--- config.mk ---
export PLATFORM = sky130hd
export DESIGN_NAME = pcic_top
export DESIGN_NICKNAME = d
export VERILOG_FILES = /design/src/pcic_pkg.sv /design/src/pcic_switch_gen.sv /design/src/pcic_baseline_seq.sv /design/src/pcic_top.sv
export SDC_FILE = /design/constraint.sdc
export NUM_CORES = 1
export LEC_CHECK = 0
export ABC_AREA = 1
export BUFFER_PORTS_ARGS = -buffer_cell sky130_fd_sc_hd__clkbuf_2
export CORE_UTILIZATION = 55
export CTS_BUF_LIST = sky130_fd_sc_hd__clkbuf_8
export DETAILED_ROUTE_END_ITERATION = 6
export MAX_ROUTING_LAYER = met4
export PLACE_DENSITY = 0.8
export SYNTH_ARGS = -nofsm -noshare
export SYNTH_HDL_FRONTEND = slang
export SYNTH_SLANG_ARGS = --single-unit
--- constraint.sdc ---
create_clock -name SYS_CLK_I -period 4.3 [get_ports SYS_CLK_I]
set_input_delay 0.645 -clock SYS_CLK_I [delete_from_list [all_inputs] [get_ports SYS_CLK_I]]
set_output_delay 0.645 -clock SYS_CLK_I [all_outputs]
set_load 0.02 [all_outputs]
--- src/pcic_pkg.sv ---
/*
 * Shared constants and carrier types for the pixel calibration injection control.
 * Assumes a single 250 MHz system clock and a same-clock command decoder upstream.
 */
package pcic_pkg;

    // System clock period in picoseconds (250 MHz)
    localparam int unsigned CLK_PERIOD_PS = 4000;

    // Injection pattern select encodings
    localparam logic PATTERN_UNIFORM   = 1'b0;
    localparam logic PATTERN_ALTERNATE = 1'b1;
    localparam logic PATTERN_RESET     = PATTERN_UNIFORM;

    // Per-pixel calibration enable after reset: blocked
    localparam logic CAL_ENABLE_RESET = 1'b0;

    // Baseline acquisition length, ns, and its cycle count (least time: round up)
    localparam int unsigned BASELINE_ACQ_NS     = 100;
    localparam int unsigned BASELINE_ACQ_CYCLES =
        (BASELINE_ACQ_NS * 1000 + CLK_PERIOD_PS - 1) / CLK_PERIOD_PS;

    // Longest spacing between acquisitions, us, and its count (longest: round down)
    localparam int unsigned BASELINE_MAX_US         = 100;
    localparam int unsigned BASELINE_MAX_CYCLES_DEF =
        (BASELINE_MAX_US * 1000000) / CLK_PERIOD_PS;

    // Allowed skew of the timing pulse across pixels, ps
    localparam int unsigned PULSE_SKEW_MAX_PS = 2000;

    // Distributed calibration control pair
    typedef struct packed {
        logic edge_pulse;   // Timing-critical calibration pulse
        logic aux_level;    // Auxiliary level, loose timing
    } pcic_cal_t;

    // Switch control pair of one pixel
    typedef struct packed {
        logic inject_switch_first;
        logic inject_switch_second;
    } pcic_sw_t;

endpackage

--- src/pcic_switch_gen.sv ---
/*
 * Switch control equations of one pixel, purely combinational.
 * Assumes the calibration pair is already phase adjusted and distributed.
 */
`timescale 1ns/10ps
module pcic_switch_gen (
    input  wire pcic_pkg::pcic_cal_t cal_i,      // Distributed calibration pair
    input  wire logic                odd_i,      // Pixel parity, row + column odd
    input  wire logic                alt_mode_i, // Pattern select
    output pcic_pkg::pcic_sw_t       sw_o        // Switch controls
);
    import pcic_pkg::*;

    logic rise_term;  // Pulse OR aux
    logic fall_term;  // Not pulse AND aux

    // Both terms are built from the live pair so the pulse edge keeps its phase
    assign rise_term = cal_i.edge_pulse | cal_i.aux_level;    // [RQ1] [RQ17]
    assign fall_term = ~cal_i.edge_pulse & cal_i.aux_level;   // [RQ1] [RQ17]

    // Odd pixels swap the terms only when alternating is selected
    always_comb begin
        if (alt_mode_i == PATTERN_ALTERNATE && odd_i) begin   // [RQ2] [RQ4]
            sw_o.inject_switch_first  = fall_term;
            sw_o.inject_switch_second = rise_term;
        end else begin                                        // [RQ1] [RQ14]
            sw_o.inject_switch_first  = rise_term;
            sw_o.inject_switch_second = fall_term;
        end
    end

endmodule

--- src/pcic_baseline_seq.sv ---
/*
 * Baseline acquisition window generator and overdue watch.
 * Assumes the trigger is a one-cycle pulse from same-clock logic.
 */
`timescale 1ns/10ps
module pcic_baseline_seq #(
    parameter int unsigned MAX_CYCLES = pcic_pkg::BASELINE_MAX_CYCLES_DEF
) (
    input  wire logic clk_i,
    input  wire logic rst_i,
    input  wire logic trigger_i,   // Start one acquisition
    output logic      acquire_o,   // Acquisition window level
    output logic      overdue_o    // Spacing limit exceeded
);
    import pcic_pkg::*;

    localparam int unsigned WIN_W = $clog2(BASELINE_ACQ_CYCLES + 1);
    localparam int unsigned GAP_W = $clog2(MAX_CYCLES + 1);
    localparam logic [WIN_W-1:0] WIN_LOAD = WIN_W'(BASELINE_ACQ_CYCLES);
    localparam logic [GAP_W-1:0] GAP_MAX  = GAP_W'(MAX_CYCLES);

    logic [WIN_W-1:0] win_reg;  // Cycles left in the window
    logic [GAP_W-1:0] gap_reg;  // Cycles since the last window began

    // Window counter; a trigger inside a window restarts it
    always_ff @(posedge clk_i) begin
        if (rst_i) begin
            win_reg <= '0;
        end else if (trigger_i) begin
            win_reg <= WIN_LOAD;                              // [RQ16]
        end else if (win_reg != '0) begin
            win_reg <= win_reg - WIN_W'(1);
        end
    end

    // Spacing counter saturates so the flag stays until the next trigger
    always_ff @(posedge clk_i) begin
        if (rst_i) begin
            gap_reg <= '0;
        end else if (trigger_i) begin
            gap_reg <= '0;
        end else if (gap_reg != GAP_MAX) begin
            gap_reg <= gap_reg + GAP_W'(1);
        end
    end

    // Registered outputs
    always_ff @(posedge clk_i) begin
        if (rst_i) begin
            acquire_o <= 1'b0;
            overdue_o <= 1'b0;
        end else begin
            acquire_o <= trigger_i | (win_reg > WIN_W'(1));
            overdue_o <= ~trigger_i & (gap_reg == GAP_MAX);  // [RQ16]
        end
    end

endmodule

--- src/pcic_top.sv ---
/*
 * Pixel calibration injection control for a ROWS x COLS pixel block.
 * Holds the global pattern select and fine delay, per-pixel enables,
 * derives both switch controls per pixel and flags each injection.
 * Assumes the command decoder runs on the same clock and drives the
 * calibration pulse and auxiliary level with the ordering it owes.
 */
// Behaviour
// RQ1: Uniform first = pulse|aux, second = ~pulse&aux.
// RQ2: Alternating: odd pixels swap the two equations.
// RQ3: Parity of row plus column sets odd/even.
// RQ4: Pattern bit: 0 uniform, 1 alternating.
// RQ5: Uniform is the reset default pattern.
// RQ6: Inject on enabled pixel switch rising edge.
// RQ7: Each pixel has its own calibration enable.
// RQ8: Switch assignment ignores the enable bit.
// RQ9: Decoder primes explicitly; device never self-primes.
// RQ10: Decoder leaves settling time after priming.
// RQ11: Pulse reaches every pixel within 2 ns.
// RQ12: One chip-wide fine phase delay on pulse.
// RQ13: Aux starts low, rises after the pulse.
// RQ14: Uniform: pulse rise first switch, fall second.
// RQ15: Two pulses without priming; first alone single.
// RQ16: Baseline acquisition often enough, 100 ns each.
// RQ17: Switch equations combinational, no added registering.
`timescale 1ns/10ps
module pcic_top #(
    parameter int unsigned ROWS        = 4,     // Pixel rows in this block
    parameter int unsigned COLS        = 4,     // Pixel columns in this block
    parameter int unsigned DELAY_TAPS  = 16,    // Fine delay settings
    parameter int unsigned BASELINE_MAX_CYCLES = pcic_pkg::BASELINE_MAX_CYCLES_DEF
) (
    input  wire logic                          SYS_CLK_I,
    input  wire logic                          RESET_I,
    input  wire pcic_pkg::pcic_cal_t           CAL_I,           // Pulse and aux from decoder
    input  wire logic                          CFG_MODE_WE_I,   // Load pattern select
    input  wire logic                          CFG_MODE_I,      // Pattern select value
    input  wire logic                          CFG_DELAY_WE_I,  // Load fine delay
    input  wire logic [$clog2(DELAY_TAPS)-1:0] CFG_DELAY_I,     // Fine delay value
    input  wire logic                          CFG_EN_WE_I,     // Load one pixel enable
    input  wire logic [$clog2(ROWS)-1:0]       CFG_ROW_I,       // Row of that pixel
    input  wire logic [$clog2(COLS)-1:0]       CFG_COL_I,       // Column of that pixel
    input  wire logic                          CFG_EN_I,        // Enable value
    input  wire logic                          BASELINE_TRIG_I, // Start acquisition
    output logic [ROWS*COLS-1:0]               SWITCH_FIRST_O,  // First switch per pixel
    output logic [ROWS*COLS-1:0]               SWITCH_SECOND_O, // Second switch per pixel
    output logic [ROWS*COLS-1:0]               INJECT_O,        // Injection event per pixel
    output logic                               MODE_O,          // Current pattern select
    output logic                               BASELINE_ACQ_O,  // Acquisition window
    output logic                               BASELINE_LATE_O  // Spacing exceeded
);
    import pcic_pkg::*;

    localparam int unsigned NPIX = ROWS * COLS;
    localparam int unsigned DW   = $clog2(DELAY_TAPS);
    localparam int unsigned IW   = $clog2(NPIX);

    // Parity of a pixel from its coordinates
    function automatic logic pixel_odd(input int unsigned row, input int unsigned col);
        logic [31:0] sum;
        sum = row + col;
        return sum[0];                                        // [RQ3]
    endfunction

    logic                  mode_reg;          // Pattern select, chip-wide
    logic [DW-1:0]         delay_reg;         // Fine delay, chip-wide
    logic [NPIX-1:0]       enable_reg;        // Per-pixel calibration enables
    logic [DELAY_TAPS-2:0] pulse_line_reg;    // Pulse delay line, tap 0 is one cycle
    logic [IW-1:0]         en_index;          // Flat index of the pixel being written
    logic                  pulse_delayed;     // Selected pulse phase
    pcic_cal_t             cal_dist;          // Pair sent to every pixel
    logic [NPIX-1:0]       first_now;         // Live first switch per pixel
    logic [NPIX-1:0]       second_now;        // Live second switch per pixel
    logic [NPIX-1:0]       first_prev_reg;    // Previous first switch
    logic [NPIX-1:0]       second_prev_reg;   // Previous second switch

    // Pattern select; uniform out of reset
    always_ff @(posedge SYS_CLK_I) begin
        if (RESET_I) begin
            mode_reg <= PATTERN_RESET;                        // [RQ5]
        end else if (CFG_MODE_WE_I) begin
            mode_reg <= CFG_MODE_I;                           // [RQ4]
        end
    end

    // One delay setting for the whole block, never per pixel
    always_ff @(posedge SYS_CLK_I) begin
        if (RESET_I) begin
            delay_reg <= '0;
        end else if (CFG_DELAY_WE_I) begin
            delay_reg <= CFG_DELAY_I;                         // [RQ12]
        end
    end

    // Flat pixel index; widened first so COLS itself is never cut to the column width
    assign en_index = IW'(CFG_ROW_I) * IW'(COLS) + IW'(CFG_COL_I);

    // Per-pixel enables written one at a time by coordinate
    always_ff @(posedge SYS_CLK_I) begin
        if (RESET_I) begin
            enable_reg <= {NPIX{CAL_ENABLE_RESET}};
        end else if (CFG_EN_WE_I) begin
            enable_reg[en_index] <= CFG_EN_I;                 // [RQ7]
        end
    end

    // Pulse delay line; the aux level needs no phase care so it bypasses it
    always_ff @(posedge SYS_CLK_I) begin
        if (RESET_I) begin
            pulse_line_reg <= '0;
        end else begin
            pulse_line_reg <= {pulse_line_reg[DELAY_TAPS-3:0], CAL_I.edge_pulse};
        end
    end

    // Setting zero passes the pulse straight through with no added latency
    always_comb begin
        if (delay_reg == '0) begin
            pulse_delayed = CAL_I.edge_pulse;
        end else begin
            pulse_delayed = pulse_line_reg[delay_reg - DW'(1)];  // [RQ12]
        end
    end

    // A single shared copy feeds all pixels, so every pixel sees one edge
    assign cal_dist.edge_pulse = pulse_delayed;               // [RQ11]
    assign cal_dist.aux_level  = CAL_I.aux_level;             // [RQ13]

    // Per-pixel switch derivation, independent of the enables
    generate
        for (genvar r = 0; r < ROWS; r++) begin : g_row
            for (genvar c = 0; c < COLS; c++) begin : g_col
                pcic_sw_t sw;
                pcic_switch_gen u_sw (
                    .cal_i      (cal_dist),
                    .odd_i      (pixel_odd(r, c)),            // [RQ3]
                    .alt_mode_i (mode_reg),
                    .sw_o       (sw)
                );
                // Enable plays no part here, only in the event below
                assign first_now[r*COLS+c]  = sw.inject_switch_first;   // [RQ8]
                assign second_now[r*COLS+c] = sw.inject_switch_second;  // [RQ8]
            end
        end
    endgenerate

    // Switch pins follow the live equations; a register here would drop the fine phase
    assign SWITCH_FIRST_O  = first_now;                       // [RQ17]
    assign SWITCH_SECOND_O = second_now;                      // [RQ17]

    // History of the switches; reset value high means no prime has happened yet
    always_ff @(posedge SYS_CLK_I) begin
        if (RESET_I) begin
            first_prev_reg  <= '1;
            second_prev_reg <= '1;
        end else begin
            first_prev_reg  <= first_now;
            second_prev_reg <= second_now;
        end
    end

    // Injection event: enabled pixel and a low-to-high switch move
    // Nothing here lowers a switch on its own, so priming stays with the decoder
    always_ff @(posedge SYS_CLK_I) begin
        if (RESET_I) begin
            INJECT_O <= '0;
        end else begin
            INJECT_O <= enable_reg &                          // [RQ6] [RQ9]
                        ((first_now & ~first_prev_reg) |
                         (second_now & ~second_prev_reg));    // [RQ15]
        end
    end

    // Current pattern shown outward
    always_ff @(posedge SYS_CLK_I) begin
        if (RESET_I) begin
            MODE_O <= PATTERN_RESET;
        end else begin
            MODE_O <= mode_reg;
        end
    end

    // Baseline refresh window for the synchronous front ends
    pcic_baseline_seq #(
        .MAX_CYCLES (BASELINE_MAX_CYCLES)
    ) u_baseline (
        .clk_i     (SYS_CLK_I),
        .rst_i     (RESET_I),
        .trigger_i (BASELINE_TRIG_I),                         // [RQ16]
        .acquire_o (BASELINE_ACQ_O),
        .overdue_o (BASELINE_LATE_O)
    );

endmodule

== Word-level counts from Yosys, hierarchy flattened ==
Index checks and enable logic that the tools add are counted.

* Output and inout port bits: 51
* Input bits: 18
* Bits in registers: 107

* $lt $le $gt $ge: 4
* Reduce and logical (&&, ||, !) cells: 5
* Bitwise logic cells: 12
* Equal/unequal tests: 2
* Add/subtract/negate cells: 4
* Muxes and demuxes: 9

{| class="wikitable"
|+ Operators with widths
! cell !! number
|-
| $and 16x16->16 || 3
|-
| $not 16->16 || 2
|-
| $bwmux 16 || 1
|-
| $or 16x16->16 || 1
|-
| $add 15x1->15 const B || 1
|-
| $eq 15x15->1 const B || 1
|-
| $ne 15x15->1 const B || 1
|-
| $lt 4x5->1 const B || 2
|-
| $mux 5 || 2
|-
| $gt 5x1->1 const B || 1
|-
| $reduce_bool 5->1 || 1
|-
| $sub 5x1->5 const B || 1
|-
| $add 4x2->4 || 1
|-
| $bmux 1 s4 || 1
|-
| $demux 1 s4 || 1
|-
| $ge 4x1->1 const B || 1
|-
| $logic_not 4->1 || 1
|-
| $sub 4x1->4 const B || 1
|-
| $mux 1 || 3
|-
| $and 1x1->1 || 2
|-
| $mux 2 || 1
|-
| $not 1->1 || 2
|-
| $or 1x1->1 || 2
|-
| $reduce_bool 2->1 || 1
|-
| other kinds (2) || 2
|}

== Longest topological paths before layout ==
* Depth in word-level cells: 10
* Mapped depth: 15
* Gate-level depth less buffers: 14

== Modules after synthesis ==
From an unflattened synthesis, not the netlist that was laid out.

* Cells, all modules: 681
* Area, all modules: 4,733.3 µm²

{| class="wikitable"
|+ Modules (own cells, without submodules)
! module !! instances !! area each (µm²) !! cells each
|-
| pcic_top || 1 || 3,055.4 || 388
|-
| pcic_baseline_seq || 1 || 1,197.4 || 181
|-
| pcic_switch_gen || 16 || 30.0 || 7
|}

== Worst setup path before layout ==
OpenSTA, ideal clock, no wires.

* Path kind: register to output
* Start point: register delay_reg[0]
* End point: output port SWITCH_SECOND_O[11]
* Data arrival time: 2.005 ns
* Setup slack: 1.650 ns
* Stages on the path, launching flop included: 15
* Cells stage by stage: dfxtp_1 buf_6 inv_4 ha_1 inv_1 nand3_1 nand2_1 nand2_1 nand3_1 nand3_2 nand2_4 nand2_2 nand2_1 inv_1 buf_4

* Elaborated cells on any way between the ends: 9

{| class="wikitable"
|+ RTL lines
! what !! RTL line !! source
|-
| from (decl) || pcic_top.sv:66 || <nowiki>logic [DW-1:0] delay_reg;</nowiki>
|-
| from (signal assigned) || pcic_top.sv:89 || <nowiki>delay_reg <= '0;</nowiki>
|-
| from (signal assigned) || pcic_top.sv:91 || <nowiki>delay_reg <= CFG_DELAY_I;</nowiki>
|-
| $sub 4x1->4 || pcic_top.sv:121 || <nowiki>pulse_delayed = pulse_line_reg[delay_reg - DW'(1)];</nowiki>
|-
| $bmux 1 s4 || pcic_top.sv:121 ||
|-
| $mux 1 (implied by the code) || pcic_top.sv:121 ||
|-
| $mux 1 * || pcic_top.sv:118 || <nowiki>if (delay_reg == '0) begin</nowiki>
|-
| $or 1x1->1 * || -- ||
|-
| via g_row[0].g_col[0].u_sw.rise_term || pcic_switch_gen.sv:14 || <nowiki>logic rise_term;</nowiki>
|-
| $mux 2 * || pcic_switch_gen.sv:23 || <nowiki>if (alt_mode_i == PATTERN_ALTERNATE && odd_i) begin</nowiki>
|-
| to (decl) || pcic_top.sv:46 || <nowiki>output logic [ROWS*COLS-1:0] SWITCH_SECOND_O,</nowiki>
|}

The timed path passes the listed nets; every way through them passes the cells marked *. The select of a mux whose other input is x is not followed.

== Worst setup path in the final report ==
* Start point: register delay_reg[0]
* End point: output port SWITCH_SECOND_O[11]

* Cells in the longest elaborated chain, start to end: 7
* Elaborated cells on any way between the ends: 9

{| class="wikitable"
|+ Ends and longest elaborated chain
! what !! RTL line !! source
|-
| $sub 4x1->4 || pcic_top.sv:121 ||
|-
| $bmux 1 s4 || pcic_top.sv:121 ||
|-
| $mux 1 (implied by the code) || pcic_top.sv:121 ||
|-
| $mux 1 * || pcic_top.sv:118 ||
|-
| $not 1->1 || pcic_switch_gen.sv:19 || <nowiki>assign fall_term = ~cal_i.edge_pulse & cal_i.aux_level;</nowiki>
|-
| $and 1x1->1 || pcic_switch_gen.sv:19 ||
|-
| $mux 2 * || pcic_switch_gen.sv:23 ||
|}

Mark *: on every way between the ends. The rest lies on a longest branch, timed or not. The select of a mux whose other input is x is not followed.

==> flow_metrics.py <==
metrics = {
    "timing": {
        "skew_ns": 0.00904,
        "period_minus_slack_ns": 3.24,
        "drv_slew": 0,
        "fin_hold_ws_ns": 0.430,
        "grt_setup_unrepaired": "no",
        "maxSlewHeadroom_pct": 41.0,
        "fin_crit_sh_pct": 75.5,
        "setup_viol": 0,
        "fin_setup_tns_ns": 0,
        "worst_pin_slew_ns": 0.878,
        "clock.fmax_ghz": 0.308,
        "final-hold-violation-count": 0,
    },
    "worst_setup_path": {
        "cp.depth": 12,
        "r2r_start": "delay_reg[0]",
        "crit_fanout": 11,
        "worstSetupStartpoint": "delay_reg[0]",
        "startpoint_type": "flip-flop",
        "crit_path_max_incr_delay_ns": 0.55,
        "end_kind": "output port",
        "cpLargestDelayFamily": "simple AND/OR/NAND/NOR gates",
        "slowest_stage": "dfxtp_1",
        "cp.arrival_ns": 2.60,
        "r2r_cells": 11,
        "path_buf_inv": 3,
        "worstPathCellList": "inv_4 -> ha_1 -> nor2_1 -> nor2_1 -> nand2_1 -> nand3_1 -> nand3_2 -> nand2_4 -> nand2_2 -> nand2_1 -> inv_1 -> clkbuf_2",
        "worstSetupPathType": "reg2out",
        "crit_required_ns": 3.65,
    },
    "detailed_routing": {
        "wl_mm": 6.37,
        "ant_nets": 0,
        "first_pass_iters": 4,
        "num_vias": 2886,
        "wl_per_cell_um": 11.1,
        "viasPerCell": 5.05,
        "drc": 0,
        "drtIter0Drc": 146,
    },
    "min_path": {
        "worstHoldPathCells": 2,
        "holdCritStartpoint": "pulse_line_reg[10]",
        "worstHoldPathType": "reg2reg",
    },
    "floorplanning": {
        "rows": 28,
        "fp.dieW_um": 80.9,
        "io_pins": 69,
        "start_util_pct": 57.4,
        "fp.coreArea_um2": 5960,
        "dieArea_um2": 6540,
        "die_h_um": 80.9,
    },
    "final_layout": {
        "syn_to_final_growth_pct": 10.8,
        "seqCellArea_um2": 1580,
        "design_area_um2": 3790,
        "multiInputGateArea_um2": 1360,
        "drive_gt1_share_pct": 20.5,
        "diodes": 0,
        "fin_nets": 516,
        "fillCellCount": 530,
        "finalNonFillerCells": 572,
    },
    "global_route": {
        "grt_overflow": 0,
        "grt_pass1_vias": 2474,
        "grt_max_degree": 39,
        "grtUsageTotal_pct": 21.3,
        "grt_pass1_wl_mm": 10.4,
        "antenna_found_initial": 0,
    },
    "logic_synthesis": {
        "synthesis.area_um2": 3420,
        "ys_types": 30,
        "ys_seq_area_share_pct": 46.2,
        "synth_seq_cells": 79,
        "synth_compound_area_share_pct": 10.4,
        "netlist_instances": 453,
        "synth_top_family_by_area": "simple AND/OR/NAND/NOR gates",
        "synth.area.mux_share_pct": 0,
        "synthSimpleGateAreaFrac_pct": 26.7,
        "syn_avg_cell_area_um2": 7.55,
        "syn_nets": 477,
        "synthAdderAreaFrac_pct": 2.19,
        "yosysWarnings": 0,
        "synth_xor_xnor_area_share_pct": 0.512,
    },
    "clock_network": {
        "cts_buffers": 9,
        "cts_sinks": 79,
        "tritoncts": "yes",
        "cts.path.max_buffers": 2,
        "post_cts_buffers": 0,
        "cts_resized": 0,
        "cts-htree-levels": 3,
        "clock_latency_ns": 0.35,
        "root_buffer": "clkbuf_8",
        "cts.hold.buffers_added": 0,
        "clk_transition_reported_paths_ns": 0.09,
    },
    "place": {
        "post-place-cells": 556,
        "post_dp_cell_area_um2": 3580,
        "place.gp.congestion": 0.869,
        "dp_hpwl_mm": 4.53,
        "port_buffers": 68,
    },
    "flow_run": {
        "drv_cap": 0,
    },
    "pwr": {
        "leakagePower_nw": 1.62,
        "vdd_drop_max_mv": 0.254,
        "powerDensity_nw_per_um2": 432,
    },
    "status": {
        "status": "finished clean",
    },
}
## per-layer routing
| layer | track usage (%) | vias to the layer above | share of wire [%] |
|---|---|---|---|
| li1 | - | 1482 | - |
| met1 | 24.5 | 1316 | 47 |
| met2 | 35.4 | 80 | 46 |
| met3 | 4.94 | 8 | 5.6 |
| met4 | 9.11 | 0 | 1.3 |
| met5 | - | - | 0 |
## synthesized netlist by cell type
cell type  instances  share of area, %
dfxtp_1           79                46
nand2_2            3              0.55
inv_2              1              0.11
nand2_4            3              0.99
nor2_4             1              0.33
clkbuf_1           7              0.77
a21oi_2            1              0.26
buf_6              1              0.33
o21ai_0           16               2.3
nand2_1           94                10
inv_1             52               5.7
o21bai_1           1              0.22
ha_1               6               2.2
nor3_1             4              0.59
nand4_1            2              0.37
xnor2_1            1              0.26
nor3_2             4               1.2
buf_1              2              0.22
or2_0              1              0.18
nor2_2             1              0.18
nand3_1           40               5.9
inv_4              1              0.18
nor4_1             1              0.18
o21a_1             3              0.66
a21oi_1           45               6.6
nor2_1            47               5.2
buf_4             30               6.6
a31oi_1            2              0.37
xor2_1             1              0.26
nand3_2            3              0.88
## final timing paths
check	slack, ns	endpoint
max reg2reg	2.05	INJECT_O[4]
min	0.43	pulse_line_reg[11]
min reg2reg	0.43	pulse_line_reg[11]
max	1.06	SWITCH_SECOND_O[11]
## per-stage QoR
stage	setup WS, ns	power (mW)	utilization (%)
after floorplan	1.65	1.07	-
after global placement	1.53	1.08	60.2
after detailed placement	1.43	1.09	60.2
after CTS	1.03	1.64	63.6
after global routing	0.760	1.71	63.6
final	1.06	1.64	63.6
## cell usage in the layout (no fill, tap or decap), types with 2 or more instances in the layout
cell type  synthesis  routed
ha_1               6       6
nand3_2            3       3
nor3_1             4       4
a31oi_1            2       2
clkbuf_2           0      68
nand4_1            2       2
nand2_1           94      94
clkbuf_8           0       9
nor2_1            47      47
inv_1             52      52
dfxtp_1           79      79
nand2_2            3       3
inv_6              0       2
nand3_1           40      40
o21a_1             3       3
nand2_4            3       3
a21oi_1           45      45
o21ai_0           16      16
nor3_2             4       4
## worst min-delay path, stage by stage (launching register included)
cell and delay (ns):
dfxtp_1 0.32, inv_1 0.05, nor2_1 0.03
## kinds of logic after synthesis
kind of cell / count (synthesis)
fa+ha+maj: 6
simple gates: 204
buf+inv: 94
xor+xnor: 2
flops: 79
compound gates: 68
## layout make-up
class	count	share of cell area [%]
flip-flops and latches	79	41.7
multi-input cells	280	36.0
well taps	75	2.48
clock buffers	9	3.27
clock inverters	7	2.11
repair buffers	68	8.98
inverters	54	5.42
## power by group
group          switching [mW]  leakage (nW)  internal (mW)  total [mW]
Clock                   0.289         0.102          0.276       0.565
Combinational           0.218         0.878         0.0901       0.308
Sequential             0.0120         0.642          0.750       0.762
Power figures use the tool's default switching activity.
